==> src/common/ioopt_pkg.sv <==
// shared constants and carrier types for the io and low-power option registers
package ioopt_pkg;

    // ----------------------------------------------------------------
    // clock and timing
    // ----------------------------------------------------------------
    localparam int CLK_MHZ = 20;
    localparam int IRQ_WIDE_US = 25;
    localparam int IRQ_NARROW_US = 100;
    localparam logic [11:0] IRQ_WIDE_CYC = 12'(IRQ_WIDE_US * CLK_MHZ);
    localparam logic [11:0] IRQ_NARROW_CYC = 12'(IRQ_NARROW_US * CLK_MHZ);

    // ----------------------------------------------------------------
    // serial frame layout
    // ----------------------------------------------------------------
    localparam logic [4:0] FRAME_BITS = 5'h10;
    localparam logic [4:0] BIT_CNT_MAX = 5'h1f;
    localparam int CMD_ACC_HI = 15;
    localparam int CMD_ACC_LO = 14;
    localparam int CMD_ADDR_HI = 13;
    localparam int CMD_ADDR_LO = 9;
    localparam int CMD_PARITY = 8;
    localparam int DATA_HI = 7;
    localparam logic [1:0] ACC_READ = 2'h0;
    localparam logic [1:0] ACC_WRITE = 2'h1;

    // ----------------------------------------------------------------
    // register map and reset values
    // ----------------------------------------------------------------
    localparam logic [4:0] ADDR_OPTION = 5'h08;
    localparam logic [4:0] ADDR_PIN_DRIVER = 5'h07;
    localparam logic [7:0] OPTION_RESET = 8'h00;
    localparam logic [7:0] PIN_DRIVER_RESET = 8'h00;
    localparam logic [7:0] READ_NONE = 8'h00;

    // ----------------------------------------------------------------
    // carriers
    // ----------------------------------------------------------------
    typedef struct packed {
        logic random_code_req;
        logic write_parity_enable;
        logic irq_pulse_select;
        logic irq_pulse_width;
        logic irq_half_period_flash;
        logic [2:0] debug_resistor_check;
    } ioopt_option_type;

    typedef struct packed {
        logic [5:0] other_pin_bits;
        logic io0_output_enable;
        logic cyclic_off_invert;
    } ioopt_pin_type;

    typedef struct packed {
        logic valid;
        logic supply_on;
        logic [2:0] code;
    } ioopt_lp_req_type;

    typedef enum logic [2:0] {
        IRQ_IDLE = 3'h1,
        IRQ_PULSE = 3'h2,
        IRQ_HOLD = 3'h4
    } ioopt_irq_state_type;

endpackage

==> src/hw/ioopt_io0_drive.sv <==
// driver control of general pin 0, normal and cyclic-sense low-power operation
`timescale 1ns/1ps
module ioopt_io0_drive
(
    input wire logic i_clk_sys,
    input wire logic i_rst,
    input wire logic i_output_enable,
    input wire logic i_cyclic_off_invert,
    input wire logic i_low_power_state,
    input wire logic i_cyclic_sense_sel,
    input wire logic i_active_window,
    input wire logic i_hs_req,
    input wire logic i_ls_req,
    output logic o_hs_on,
    output logic o_ls_on
);
    import ioopt_pkg::*;

    logic lp_q;
    logic saved_hs;
    logic saved_ls;
    logic next_saved_hs;
    logic next_saved_ls;
    logic next_hs;
    logic next_ls;

    always_comb
    begin
        next_saved_hs = saved_hs;
        next_saved_ls = saved_ls;
        // snapshot taken on the cycle low power begins
        if (i_low_power_state && !lp_q)
        begin
            next_saved_hs = o_hs_on;
            next_saved_ls = o_ls_on;
        end
        next_hs = 1'b0;
        next_ls = 1'b0;
        if (!i_output_enable)
        begin
            next_hs = 1'b0;
            next_ls = 1'b0;
        end
        else if (!i_low_power_state)
        begin
            // both requested would short the pin, so neither is driven
            next_hs = i_hs_req && !i_ls_req;
            next_ls = i_ls_req && !i_hs_req;
        end
        else if (!i_cyclic_sense_sel || i_active_window)
        begin
            next_hs = next_saved_hs;
            next_ls = next_saved_ls;
        end
        else if (!i_cyclic_off_invert)
        begin
            next_hs = 1'b0;
            next_ls = 1'b0;
        end
        else
        begin
            next_hs = next_saved_ls;
            next_ls = next_saved_hs;
        end
    end

    always_ff @(posedge i_clk_sys)
    begin
        if (i_rst)
        begin
            lp_q <= 1'b0;
            saved_hs <= 1'b0;
            saved_ls <= 1'b0;
            o_hs_on <= 1'b0;
            o_ls_on <= 1'b0;
        end
        else
        begin
            lp_q <= i_low_power_state;
            saved_hs <= next_saved_hs;
            saved_ls <= next_saved_ls;
            o_hs_on <= next_hs;
            o_ls_on <= next_ls;
        end
    end

endmodule

==> src/hw/ioopt_regs.sv <==
// serial-written pin and option registers with low-power entry and interrupt shaping
//
// Functional notes
// - Cyclic active window restores pre-low-power driver state
// - Invert clear: both drivers off in off window
// - Invert set: opposite driver on in off window
// - Command byte: access, address 0_1000, parity
// - Option byte bit mapping seven down to zero
// - Bit seven gates random code in low-power entry
// - Random disabled: enter low power without code
// - Random enabled: entry needs matching code
// - Parity disabled: no parity check on writes
// - Pulse select: low pulse or permanent low
// - Width set: pulse about 25 microseconds
// - Flash bit: interrupt at half watchdog period, only in programming state
`timescale 1ns/1ps
module ioopt_regs
(
    input wire logic i_clk_sys,
    input wire logic i_rst,
    input wire logic i_spi_cs_n,
    input wire logic i_spi_sclk,
    input wire logic i_spi_mosi,
    output logic o_spi_miso,
    output logic o_parity_error,
    input wire ioopt_pkg::ioopt_lp_req_type i_lp_req,
    input wire logic [2:0] i_lp_expected_code,
    output logic o_lp_enter_supply_off,
    output logic o_lp_enter_supply_on,
    output logic o_lp_code_reject,
    input wire logic i_low_power_state,
    input wire logic i_cyclic_sense_sel,
    input wire logic i_cyclic_active_window,
    input wire logic i_io0_hs_req,
    input wire logic i_io0_ls_req,
    output logic o_io0_hs_on,
    output logic o_io0_ls_on,
    input wire logic i_irq_event,
    input wire logic i_irq_release,
    input wire logic i_programming_state,
    input wire logic i_wd_half_elapsed,
    output logic o_irq_n,
    output ioopt_pkg::ioopt_option_type o_option
);
    import ioopt_pkg::*;

    // ----------------------------------------------------------------
    // serial slave
    // ----------------------------------------------------------------
    logic cs_n_q;
    logic sclk_q;
    logic [15:0] rx_shift;
    logic [15:0] tx_shift;
    logic [4:0] bit_cnt;
    logic [7:0] readback;
    logic [15:0] next_rx_shift;
    logic [15:0] next_tx_shift;
    logic [4:0] next_bit_cnt;
    logic [7:0] next_readback;
    logic next_miso;
    logic next_parity_error;
    logic write_option;
    logic write_pin;
    ioopt_pin_type pin_cfg;
    ioopt_pin_type next_pin_cfg;
    ioopt_option_type next_option;

    logic frame_start;
    logic frame_end;
    logic sclk_rise;
    logic sclk_fall;
    logic [1:0] acc;
    logic [4:0] addr;
    logic parity_ok;
    always_comb
    begin
        frame_start = cs_n_q && !i_spi_cs_n;
        frame_end = !cs_n_q && i_spi_cs_n;
        sclk_rise = !i_spi_cs_n && !sclk_q && i_spi_sclk;
        sclk_fall = !i_spi_cs_n && sclk_q && !i_spi_sclk;
        acc = rx_shift[CMD_ACC_HI:CMD_ACC_LO];
        addr = rx_shift[CMD_ADDR_HI:CMD_ADDR_LO];
        // parity not checked while disabled
        parity_ok = !o_option.write_parity_enable
            || (rx_shift[CMD_PARITY] == ^{rx_shift[15:9], rx_shift[DATA_HI:0]});

        next_rx_shift = rx_shift;
        next_tx_shift = tx_shift;
        next_bit_cnt = bit_cnt;
        next_readback = readback;
        next_miso = o_spi_miso;
        next_parity_error = 1'b0;
        write_option = 1'b0;
        write_pin = 1'b0;
        if (frame_start)
        begin
            next_bit_cnt = 5'h00;
            next_tx_shift = {readback, READ_NONE};
            next_miso = readback[DATA_HI];
        end
        else if (sclk_rise)
        begin
            next_rx_shift = {rx_shift[14:0], i_spi_mosi};
            if (bit_cnt != BIT_CNT_MAX)
                next_bit_cnt = bit_cnt + 5'h01;
        end
        else if (sclk_fall)
        begin
            next_tx_shift = {tx_shift[14:0], 1'b0};
            next_miso = tx_shift[14];
        end
        else if (frame_end)
        begin
            next_miso = 1'b0;
            // frames of the wrong length are dropped whole
            if (bit_cnt == FRAME_BITS)
            begin
                if (acc == ACC_WRITE)
                begin
                    next_parity_error = !parity_ok;
                    write_option = parity_ok && (addr == ADDR_OPTION);
                    write_pin = parity_ok && (addr == ADDR_PIN_DRIVER);
                end
                else if (acc == ACC_READ)
                begin
                    // unknown addresses read back as zero
                    next_readback = READ_NONE;
                    if (addr == ADDR_OPTION)
                        next_readback = o_option;
                    if (addr == ADDR_PIN_DRIVER)
                        next_readback = pin_cfg;
                end
            end
        end
        next_option = o_option;
        next_pin_cfg = pin_cfg;
        if (write_option)
            next_option = ioopt_option_type'(rx_shift[DATA_HI:0]);
        if (write_pin)
            next_pin_cfg = ioopt_pin_type'(rx_shift[DATA_HI:0]);
    end

    always_ff @(posedge i_clk_sys)
    begin
        if (i_rst)
        begin
            cs_n_q <= 1'b1;
            sclk_q <= 1'b0;
            rx_shift <= 16'h0000;
            tx_shift <= 16'h0000;
            bit_cnt <= 5'h00;
            readback <= READ_NONE;
            o_spi_miso <= 1'b0;
            o_parity_error <= 1'b0;
            o_option <= ioopt_option_type'(OPTION_RESET);
            pin_cfg <= ioopt_pin_type'(PIN_DRIVER_RESET);
        end
        else
        begin
            cs_n_q <= i_spi_cs_n;
            sclk_q <= i_spi_sclk;
            rx_shift <= next_rx_shift;
            tx_shift <= next_tx_shift;
            bit_cnt <= next_bit_cnt;
            readback <= next_readback;
            o_spi_miso <= next_miso;
            o_parity_error <= next_parity_error;
            o_option <= next_option;
            pin_cfg <= next_pin_cfg;
        end
    end

    // ----------------------------------------------------------------
    // low-power entry
    // ----------------------------------------------------------------
    logic lp_allowed;
    logic next_enter_off;
    logic next_enter_on;
    logic next_reject;
    always_comb
    begin
        lp_allowed = !o_option.random_code_req
            || (i_lp_req.code == i_lp_expected_code);
        next_enter_off = i_lp_req.valid && lp_allowed && !i_lp_req.supply_on;
        next_enter_on = i_lp_req.valid && lp_allowed && i_lp_req.supply_on;
        next_reject = i_lp_req.valid && !lp_allowed;
    end

    always_ff @(posedge i_clk_sys)
    begin
        if (i_rst)
        begin
            o_lp_enter_supply_off <= 1'b0;
            o_lp_enter_supply_on <= 1'b0;
            o_lp_code_reject <= 1'b0;
        end
        else
        begin
            o_lp_enter_supply_off <= next_enter_off;
            o_lp_enter_supply_on <= next_enter_on;
            o_lp_code_reject <= next_reject;
        end
    end

    // ----------------------------------------------------------------
    // interrupt output shaping
    // ----------------------------------------------------------------
    ioopt_irq_state_type irq_state;
    ioopt_irq_state_type next_irq_state;
    logic [11:0] irq_cnt;
    logic [11:0] next_irq_cnt;
    logic next_irq_n;
    logic irq_trigger;
    always_comb
    begin
        irq_trigger = i_irq_event
            || (o_option.irq_half_period_flash && i_programming_state
                && i_wd_half_elapsed);
        next_irq_state = irq_state;
        next_irq_cnt = irq_cnt;
        next_irq_n = o_irq_n;
        case (irq_state)
            IRQ_IDLE:
            begin
                if (irq_trigger)
                begin
                    next_irq_n = 1'b0;
                    next_irq_state = IRQ_PULSE;
                    next_irq_cnt = o_option.irq_pulse_width
                        ? IRQ_WIDE_CYC - 12'h001
                        : IRQ_NARROW_CYC - 12'h001;
                    if (o_option.irq_pulse_select)
                        next_irq_state = IRQ_HOLD;
                end
            end
            IRQ_PULSE:
            begin
                // triggers during a pulse merge into it
                if (irq_cnt == 12'h000)
                begin
                    next_irq_state = IRQ_IDLE;
                    next_irq_n = 1'b1;
                end
                else
                    next_irq_cnt = irq_cnt - 12'h001;
            end
            IRQ_HOLD:
            begin
                if (i_irq_release)
                begin
                    next_irq_state = IRQ_IDLE;
                    next_irq_n = 1'b1;
                end
            end
            default:
            begin
                next_irq_state = IRQ_IDLE;
                next_irq_n = 1'b1;
            end
        endcase
    end

    always_ff @(posedge i_clk_sys)
    begin
        if (i_rst)
        begin
            irq_state <= IRQ_IDLE;
            irq_cnt <= 12'h000;
            o_irq_n <= 1'b1;
        end
        else
        begin
            irq_state <= next_irq_state;
            irq_cnt <= next_irq_cnt;
            o_irq_n <= next_irq_n;
        end
    end

    // ----------------------------------------------------------------
    // general pin 0 drivers
    // ----------------------------------------------------------------
    ioopt_io0_drive u_io0
    (
        .i_clk_sys(i_clk_sys),
        .i_rst(i_rst),
        .i_output_enable(pin_cfg.io0_output_enable),
        .i_cyclic_off_invert(pin_cfg.cyclic_off_invert),
        .i_low_power_state(i_low_power_state),
        .i_cyclic_sense_sel(i_cyclic_sense_sel),
        .i_active_window(i_cyclic_active_window),
        .i_hs_req(i_io0_hs_req),
        .i_ls_req(i_io0_ls_req),
        .o_hs_on(o_io0_hs_on),
        .o_ls_on(o_io0_ls_on)
    );

endmodule

==> config.mk <==
export PLATFORM = sky130hd
export DESIGN_NAME = ioopt_regs
export DESIGN_NICKNAME = d
export VERILOG_FILES = /design/src/common/ioopt_pkg.sv /design/src/hw/ioopt_io0_drive.sv /design/src/hw/ioopt_regs.sv
export SDC_FILE = /design/constraint.sdc
export NUM_CORES = 1
export LEC_CHECK = 0
export BUFFER_PORTS_ARGS = -buffer_cell sky130_fd_sc_hd__buf_2
export CAP_MARGIN = 40
export CELL_PAD_IN_SITES_DETAIL_PLACEMENT = 0
export CELL_PAD_IN_SITES_GLOBAL_PLACEMENT = 2
export CORE_MARGIN = 10
export CORE_UTILIZATION = 39
export CTS_CLUSTER_SIZE = 10
export DETAILED_ROUTE_END_ITERATION = 16
export PLACE_DENSITY_LB_ADDON = 0.1
export SLEW_MARGIN = 0
export SYNTH_ARGS = -nofsm -noshare
export SYNTH_HDL_FRONTEND = slang
export SYNTH_HIERARCHICAL = 1
export SYNTH_SLANG_ARGS = --single-unit
==> constraint.sdc <==
create_clock -name i_clk_sys -period 7.5 [get_ports i_clk_sys]
set_clock_uncertainty 0.1 [all_clocks]
set_input_delay 0.75 -clock i_clk_sys [delete_from_list [all_inputs] [get_ports i_clk_sys]]
set_output_delay 0.75 -clock i_clk_sys [all_outputs]
set_load 0.02 [all_outputs]
Yosys cells after proc, flatten, opt, wreduce, memory -nomap -nowiden
Index checks and enable logic that the tools add are counted.

storage, ports and cells
  register bits after elaboration = 80
  bits of input ports = 22
  output and inout bits = 16
  word-level logic and storage cells = 144

operators by class
  add/subtract/negate cells = 2
  eq/ne operators = 15
  muxes and demuxes = 42
  bitwise logic cells = 7
  reductions and logical operators = 50

operators by type and width
  operator                                                               count
  15-bit 2-to-1 mux                                                      3
  1-bit 2-to-1 mux                                                       27
  12-bit 2-to-1 mux                                                      2
  12-bit one-hot mux with 2 select lines                                 1
  1-bit logical AND                                                      17
  8-bit 2-to-1 mux                                                       2
  15-bit parity                                                          1
  1-bit logical NOT                                                      13
  12-bit logical NOT                                                     1
  3-bit 2-to-1 mux                                                       4
  12-bit by 1-bit subtractor with 12-bit output (second input constant)  1
  11-bit 2-to-1 mux                                                      1
  2-bit inequality test (second input constant)                          5
  3-bit one-hot mux with 3 select lines                                  1
  2-bit AND reduction                                                    4
  1-bit NOT                                                              7
  7-bit AND reduction                                                    1
  7-bit OR reduction                                                     1
  3-bit AND reduction                                                    2
  5-bit by 1-bit adder with 5-bit output (second input constant)         1
  5-bit by 3-bit == test with 1-bit output (second input constant)       1
  5-bit by 4-bit == test with 1-bit output (second input constant)       1
  5-bit == test (second input constant)                                  1
  5-bit inequality test (second input constant)                          1
  other kinds (12)                                                       17

Logic depth before layout (Yosys ltp)
Gate-level depths: netlist of the first run.

  depth after elaboration = 10
  mapped depth = 9

By module
The synthesis of the first run kept the hierarchy.

modules (own cells, without submodules)
  module           times used  cells each  area each (um2)  sequential area each (um2)
  ioopt_regs       1           459         3829.9           1481.4
  ioopt_io0_drive  1           20          210.2            100.1

Least setup slack after synthesis of the first run
Ideal clock, no wire load.

  path kind = input-to-reg
  from = in i_spi_sclk
  to = reg pin_cfg[6] in the netlist's numbering
  arrival = 2.323 ns
  path slack = 4.943 ns
  stages = 5
  path buffers = 0
  path through = nor3b_1 > or4b_1 > and4bb_2 > nor3b_1 > or4_1

on the way
  word-level cells in the longest chain between the ends = 5

RTL lines
  element               line               RTL
  from (decl)           ioopt_regs.sv:22   input wire logic i_spi_sclk,
  1-bit logical NOT     ioopt_regs.sv:80   sclk_fall = !i_spi_cs_n && sclk_q && !i_spi_sclk;
  1-bit logical AND     ioopt_regs.sv:80
  1-bit 2-to-1 mux      ioopt_regs.sv:107  else if (sclk_fall)
  1-bit 2-to-1 mux *    ioopt_regs.sv:101  else if (sclk_rise)
  1-bit 2-to-1 mux *    ioopt_regs.sv:95   if (frame_start)
  to (signal assigned)  ioopt_regs.sv:156  pin_cfg <= ioopt_pin_type'(PIN_DRIVER_RESET);
  to (signal assigned)  ioopt_regs.sv:169  pin_cfg <= next_pin_cfg;
  to (decl)             ioopt_regs.sv:64   ioopt_pin_type pin_cfg;

Every way passes the cells marked *; elsewhere a longest branch is shown, timed or not.
A chain may end at the register's enable or synchronous reset.

Worst setup path in the final report of the first run
  from = reg rx_shift[11]
  to = reg pin_cfg[6] in the netlist's numbering

on the way
  word-level cells in the longest chain between the ends = 10

RTL lines
  element                 line               RTL
  from (decl)             ioopt_regs.sv:52   logic [15:0] rx_shift;
  from (signal assigned)  ioopt_regs.sv:162  rx_shift <= next_rx_shift;
  15-bit parity           ioopt_regs.sv:85   || (rx_shift[CMD_PARITY] == ^{rx_shift[15:9], rx_shift[DATA_HI:0]});
  1-bit == test           ioopt_regs.sv:85
  1-bit logical OR        ioopt_regs.sv:85
  1-bit logical AND *     ioopt_regs.sv:122  write_pin = parity_ok && (addr == ADDR_PIN_DRIVER);
  1-bit 2-to-1 mux *      ioopt_regs.sv:118  if (acc == ACC_WRITE)
  1-bit 2-to-1 mux *      ioopt_regs.sv:116  if (bit_cnt == FRAME_BITS)
  1-bit 2-to-1 mux *      ioopt_regs.sv:112  else if (frame_end)
  1-bit 2-to-1 mux *      ioopt_regs.sv:107
  1-bit 2-to-1 mux *      ioopt_regs.sv:101
  1-bit 2-to-1 mux *      ioopt_regs.sv:95

Marks and branches as above.

==> results of run 1 <==
-- synth_stat cells (all sizes together), types with 4 or more instances --
master | n | area (sq um)
nor3 | 11 | 55.1
dfxtp | 79 | 1580
a21oi | 42 | 210
buf | 9 | 41.3
ha | 10 | 125
nand4b | 15 | 131
or3b | 17 | 149
inv | 12 | 45.0
nand4 | 15 | 93.8
nand2 | 53 | 199
nor2b | 9 | 56.3
a22oi | 8 | 60.1
clkbuf | 24 | 90.1
nor4b | 4 | 41.3
mux2i | 11 | 110
nand2b | 4 | 25.0
o21ai | 16 | 80.1
xnor2 | 9 | 86.3
nand3 | 14 | 70.1
nor2 | 44 | 165
nor3b | 16 | 120
xor2 | 6 | 52.6
a211oi | 11 | 82.6
-- worst min path at each step --
stage,slack (ns),startpoint,cells after the start,end
floorplan,0.33,irq_cnt[7],1,irq_cnt[7]
global placement,0.36,irq_cnt[7],1,irq_cnt[7]
detailed placement,0.35,irq_cnt[7],1,irq_cnt[7]
CTS,0.38,irq_cnt[7],1,irq_cnt[7]
global route,0.41,rx_shift[11],2,rx_shift[12]
finish,0.39,irq_cnt[7],1,irq_cnt[7]
-- stage by stage --
| step | utilization, % | cells | worst slack [ns] |
|---|---|---|---|
| floorplan | - | 479 | 4.94 |
| global placement | 42.0 | 622 | 4.27 |
| detailed placement | 42.9 | 627 | 4.34 |
| CTS | 45.4 | 643 | 4.71 |
| global route | 45.4 | 643 | 4.64 |
| finish | 45.4 | 643 | 4.70 |
-- kinds of logic after synthesis --
family                   Yosys count  share of synthesized area (%)
XOR/XNOR                          18                           5.14
flip-flops                        79                           39.1
multiplexers                      11                           2.73
adder cells (fa/ha/maj)           10                           3.10
buffers and inverters             45                           4.37
AO/OA/AOI/OAI                     88                           12.9
AND/OR/NAND/NOR                  228                           32.6
-- layout make-up --
class                   instances  area (sq um)
clock buffers                   9           124
clock inverters                 7           135
fillers                      1068          5590
inverters                      12          45.0
multi-input cells             355          2290
flip-flops and latches         79          1580
well taps                     136           170
repair buffers                 45           297
-- flip-flops by register name (all words and copies together) (netlist names) --
register	flops
o_spi_miso	1
pin_cfg	8
o_option	8
u_io0/lp_q	1
u_io0/o_hs_on	1
o_lp_enter_supply_on	1
u_io0/saved_ls	1
sclk_q	1
bit_cnt	5
cs_n_q	1
o_parity_error	1
readback	8
u_io0/o_ls_on	1
o_lp_enter_supply_off	1
u_io0/saved_hs	1
o_lp_code_reject	1
tx_shift	7
rx_shift	16
irq_cnt	12
irq_state	3
-- power breakdown --
part | internal [mW] | switching, mW
logic | 0.0314 | 0.0516
clock network | 0.253 | 0.166
registers | 0.429 | 0.00908
total | 0.713 | 0.227
-- per-layer routing --
| metal | up-vias | track usage, % | share of wire, % |
|---|---|---|---|
| met1 | 1621 | 17.8 | 47 |
| met3 | 14 | 3.28 | 5.0 |
| met2 | 68 | 21.8 | 45 |
| li1 | 1760 | - | - |
| met5 | - | 0 | 0 |
| met4 | 0 | 6.93 | 2.3 |
-- worst reg2reg max path: stages (launching register included) --
cell	delay, ns
dfxtp_1	0.38
inv_1	0.06
ha_1	0.30
xnor2_1	0.26
xnor2_2	0.19
xnor3_1	0.61
and4b_1	0.29
or4_1	0.50
==> results.ini, run 1 <==
[min_path]
hold_path.class=reg -> reg

[synthesis]
ys_seq_area_share_pct=39.1
yosysUniqueCellTypes=52
ys_warn_count=6
synth_edf_count=0
syn_inst=479
postSynthAreaPerCell_sq_um=8.43
async_reset_ff_share_pct=0
netlist_area_sq_um=4040
ys_ff_latch=79
synth_nets=511
synth_ff_type=dfxtp_1

[route]
viasPerCell=5.39
wire_per_inst_um=15.5
vias=3463
finalWirelength_um=9970
drtIter0Drc=166
postRouteAntennaNets=0
drcViolationCount=0
drt_first_pass_iters=4

[setup_path]
worst_r2r_endpoint=pin_cfg[6]
r2r_slack_ns=4.70
crit_family=XOR/XNOR gates
start_kind=flip-flop
worst_path_max_delay_cell=xnor3_1
cp.arrival_ns=2.95
cp_num_cells=7
required_ns=7.65
critical_path.max_stage_delay_ns=0.61
critical_path_class=reg -> reg
reg2reg_depth=7
startpoint=rx_shift[11]
cp_cell_sequence=inv_1 -> ha_1 -> xnor2_1 -> xnor2_2 -> xnor3_1 -> and4b_1 -> or4_1
crit_end=pin_cfg[6]
r2r-start=rx_shift[11]
cp_max_fo=16
crit_path_end_kind=flip-flop
cp_num_buf_inv=1

[timing]
max_freq_ghz=0.357
rsz0062_at_grt=no
slew_violations=0
fin_setup_tns_ns=0
hold_viol=0
relSlewSlack_pct=44.1
finalSetupViolations=0
post-route-min-period_ns=2.80
worst_slew_pin_slew_ns=0.833
whs_ns=0.389
period_share_pct=37.4

[clocking]
cts_buffers=9
cts_root_buf=clkbuf_8
cts.clk_slew.worst_paths_ns=0.09
cts_setup_buffers=0
cts_sinks=79
clock_latency_ns=0.37
htree_num_levels=3
postCtsHoldBufs=0
cts_tree=done
cts_buffer_depth=2
cts_resized=0

[global_route]
grt_pass1_wl_um=16900
grt_max_degree=96
grt_usage_pct=14.0
gr-total-overflow=0
antenna_found_initial=0
first_global_vias=3387

[floorplanning]
core.rowCount=37
dieArea_sq_um=14800
ios=38
start_util_pct=39.5
fp.dieH_um=122
core_area_sq_um=10200
dieWidth_um=122

[cells_and_area]
final_cell_mix=dfxtp_1, nand2_1, nor2_1
drive_above_1_share_pct=15.0
antenna_cells=0
final_common_cell=dfxtp_1
final_cell_area_sq_um=4640
synthToLayoutAreaGrowth_pct=14.9
final_net_count=534

[pwr]
power_uw=940
leakagePower_nw=1.69
irDropWorstVdd_mv=0.0900
cellPowerDensity_nw_per_um2=203

[run_status]
status=finished clean

[job]
cap_viol_max_count=0

[place]
dp_hpwl_um=6800
io_buffers=37
place_area_sq_um=4380
place.gp.congestion=0.778

Note: power is estimated with default switching activity, not from simulation.
==> run 2: changes to the inputs <==
- CORE_UTILIZATION: 39 -> 32
- clock period: 7.5 -> 2.3 ns (I/O delays scaled with it)
==> run 2 against run 1 <==
  * Sequential cell count is the same
  * Largest cell class unchanged
  * Sequential power rose to 3.3 times the previous value
  * Routed wire length is 11% higher
  * Critical path type unchanged
==> results.ini, run 2 (same netlist as run 1, synthesis figures left out) <==
[run_status]
status=finished clean

[cells_and_area]
final_cell_area_sq_um=5130  ; +10%
final_cell_mix=dfxtp_1, nand2_1, nor2_1
final_common_cell=dfxtp_1
drive_above_1_share_pct=22.9  ; +7.9 points
largest_register=rx_shift
biggestRegsByFlops=rx_shift (16), irq_cnt (12)
final_net_count=573  ; +7.3%
nFillCells=1291  ; +21%
largest_reg_flops=16  ; unchanged
synthToLayoutAreaGrowth_pct=26.9
antenna_cells=0  ; unchanged

[clocking]
cts_tree=done
htree_num_levels=3  ; unchanged
clock_latency_ns=0.34  ; -0.03 ns
cts.clk_slew.worst_paths_ns=0.06  ; -0.03 ns
cts_buffers=9  ; unchanged
cts_root_buf=clkbuf_16
cts_sinks=79  ; unchanged
cts_buffer_depth=2  ; unchanged

[setup_path]
cp.arrival_ns=2.34  ; -0.61 ns
critical_path_class=reg -> reg
crit_family=simple AND/OR/NAND/NOR gates
cp_num_cells=5  ; -2
cp_max_fo=2  ; -14
critical_path.max_stage_delay_ns=0.50  ; -0.11 ns
cp_cell_sequence=nor4b_4 -> or4b_4 -> and4bb_2 -> nor3b_1 -> or4_1
required_ns=2.42  ; -5.23 ns
worst_path_max_delay_cell=or4b_4
crit_path_end_kind=flip-flop
cp_num_buf_inv=0  ; -1
reg2reg_depth=5  ; -2
start_kind=flip-flop

[global_route]
first_global_vias=3347  ; -1.2%
grt_pass1_wl_um=17700  ; +5.2%
gr-total-overflow=0  ; unchanged
grt_max_degree=57  ; -41%
antenna_found_initial=0  ; unchanged
grt_usage_pct=12.4  ; -1.6 points

[pwr]
power_mw=3.33  ; +250%
p_sw_share_pct=23.5  ; -0.62 points
pwr-share-clk_pct=47.7  ; +3.1 points
p_int_mw=2.55  ; +260%
seq_power_share_pct=42.8  ; -3.8 points
combPwrFrac_pct=9.5  ; +0.7 points
leakagePower_nw=1.94  ; +14%
cellPowerDensity_nw_per_um2=649  ; +220%
irDropWorstVdd_mv=0.397  ; +340%
p_switching_uw=783  ; +240%

[place]
place_area_sq_um=4670  ; +6.4%
io_buffers=37  ; unchanged
dpl_worst_slack_ns=0.0245  ; -4.31 ns
dp_hpwl_um=7520  ; +11%
place.gp.congestion=0.750  ; -3.6%

[timing]
whs_ns=0.0292  ; -0.360 ns
post-route-min-period_ns=2.22  ; -0.581 ns
relSlewSlack_pct=68.4  ; +24 points
rsz0062_at_grt=no
finalSetupViolations=0  ; unchanged
worst_slew_pin_slew_ns=0.474  ; -0.358 ns
hold_viol=0  ; unchanged
worst_slack_ns=0.0801  ; -4.62 ns
slew_violations=0  ; unchanged
max_freq_ghz=0.450  ; +26%
fin_setup_tns_ns=0  ; unchanged
period_share_pct=96.5  ; +59 points

[route]
vias=3602  ; +4.0%
drtIter0Drc=211  ; +27%
drt_first_pass_iters=4  ; unchanged
wire_per_inst_um=15.5  ; about the same
postRouteAntennaNets=0  ; unchanged
drcViolationCount=0  ; unchanged
finalWirelength_um=11100  ; +11%
viasPerCell=5.04  ; -6.3%

[floorplanning]
core_area_sq_um=12200  ; +19%
fp.dieH_um=132  ; +8.7%
dieArea_sq_um=17500  ; +18%
ios=38  ; unchanged
start_util_pct=33.1  ; -6.4 points
dieWidth_um=132  ; +8.7%
core.rowCount=40  ; +8.1%

[min_path]
hold_path.class=in -> reg
holdPathStages=3  ; +2

[job]
cap_viol_max_count=0  ; unchanged

-- run 2: cell count changes in the layout (fill, tap and decap cells not counted), moves of 3 or more --
cell / delta
dfxtp_2: +4
clkbuf_8: -7
dfxtp_1: -4
xnor2_1: -3
buf_4: +38
clkbuf_16: +11
xnor2_2: +3
-- run 2: cell type report --
| type | count | area [sq um] | share of cell area [%] |
|---|---|---|---|
| inverters | 12 | 45.0 | 0.878 |
| flip-flops and latches | 79 | 1590 | 30.9 |
| clock inverters | 3 | 65.1 | 1.27 |
| repair buffers | 84 | 607 | 11.8 |
| well taps | 168 | 210 | 4.10 |
| clock buffers | 13 | 260 | 5.08 |
| multi-input cells | 355 | 2350 | 45.9 |
-- run 2: worst paths after layout --
| kind | startpoint | end | slack (ns) |
|---|---|---|---|
| max | bit_cnt[3] | pin_cfg[6] | 0.08 |
| min | i_spi_mosi | rx_shift[0] | 0.03 |
| min reg2reg | irq_cnt[7] | irq_cnt[7] | 0.37 |
| max reg2reg | bit_cnt[3] | pin_cfg[6] | 0.08 |
-- run 2: metal layers --
metal	wire length (um)	vias to the layer above	GRT usage, %
met2	5020	62	19.0
met1	5440	1684	16.1
met3	437	12	3.96
li1	-	1844	-
met5	0	-	0
met4	176	0	3.61
-- run 2: timing repair --
| action | in CTS | in global routing |
|---|---|---|
| setup buffers | 0 | 2 |
| resized for setup | 1 | 10 |
| gates cloned | 0 | 2 |
| pin swaps | 0 | 6 |
| setup endpoints to repair | 6 | 19 |
| hold buffers | 1 | 0 |
| endpoints found under the hold margin | 1 | 0 |
-- run 2: power groups by stage --
stage,clock [mW],combinational (mW),sequential [mW]
final,1.59,0.316,1.43
after global routing,1.68,0.359,1.43
after CTS,1.62,0.318,1.43
after detailed placement,0,0.314,1.46
after global placement,0,0.316,1.46
after floorplan,0,0.187,1.46
-- run 2: worst reg2reg max path, cell delays in order, from the launching register on --
cell and delay [ns]:
dfxtp_2 0.33, nor4b_4 0.29, or4b_4 0.50, and4bb_2 0.32
nor3b_1 0.05, or4_1 0.50
-- run 2: metrics by stage --
stage          utilization, %  std cells
3_5_place_dp             38.2        693
6_report                 42.0        714
3_3_place_gp             38.2        693
4_1_cts                  41.0        710
2_1_floorplan               -        479
5_1_grt                  42.0        714
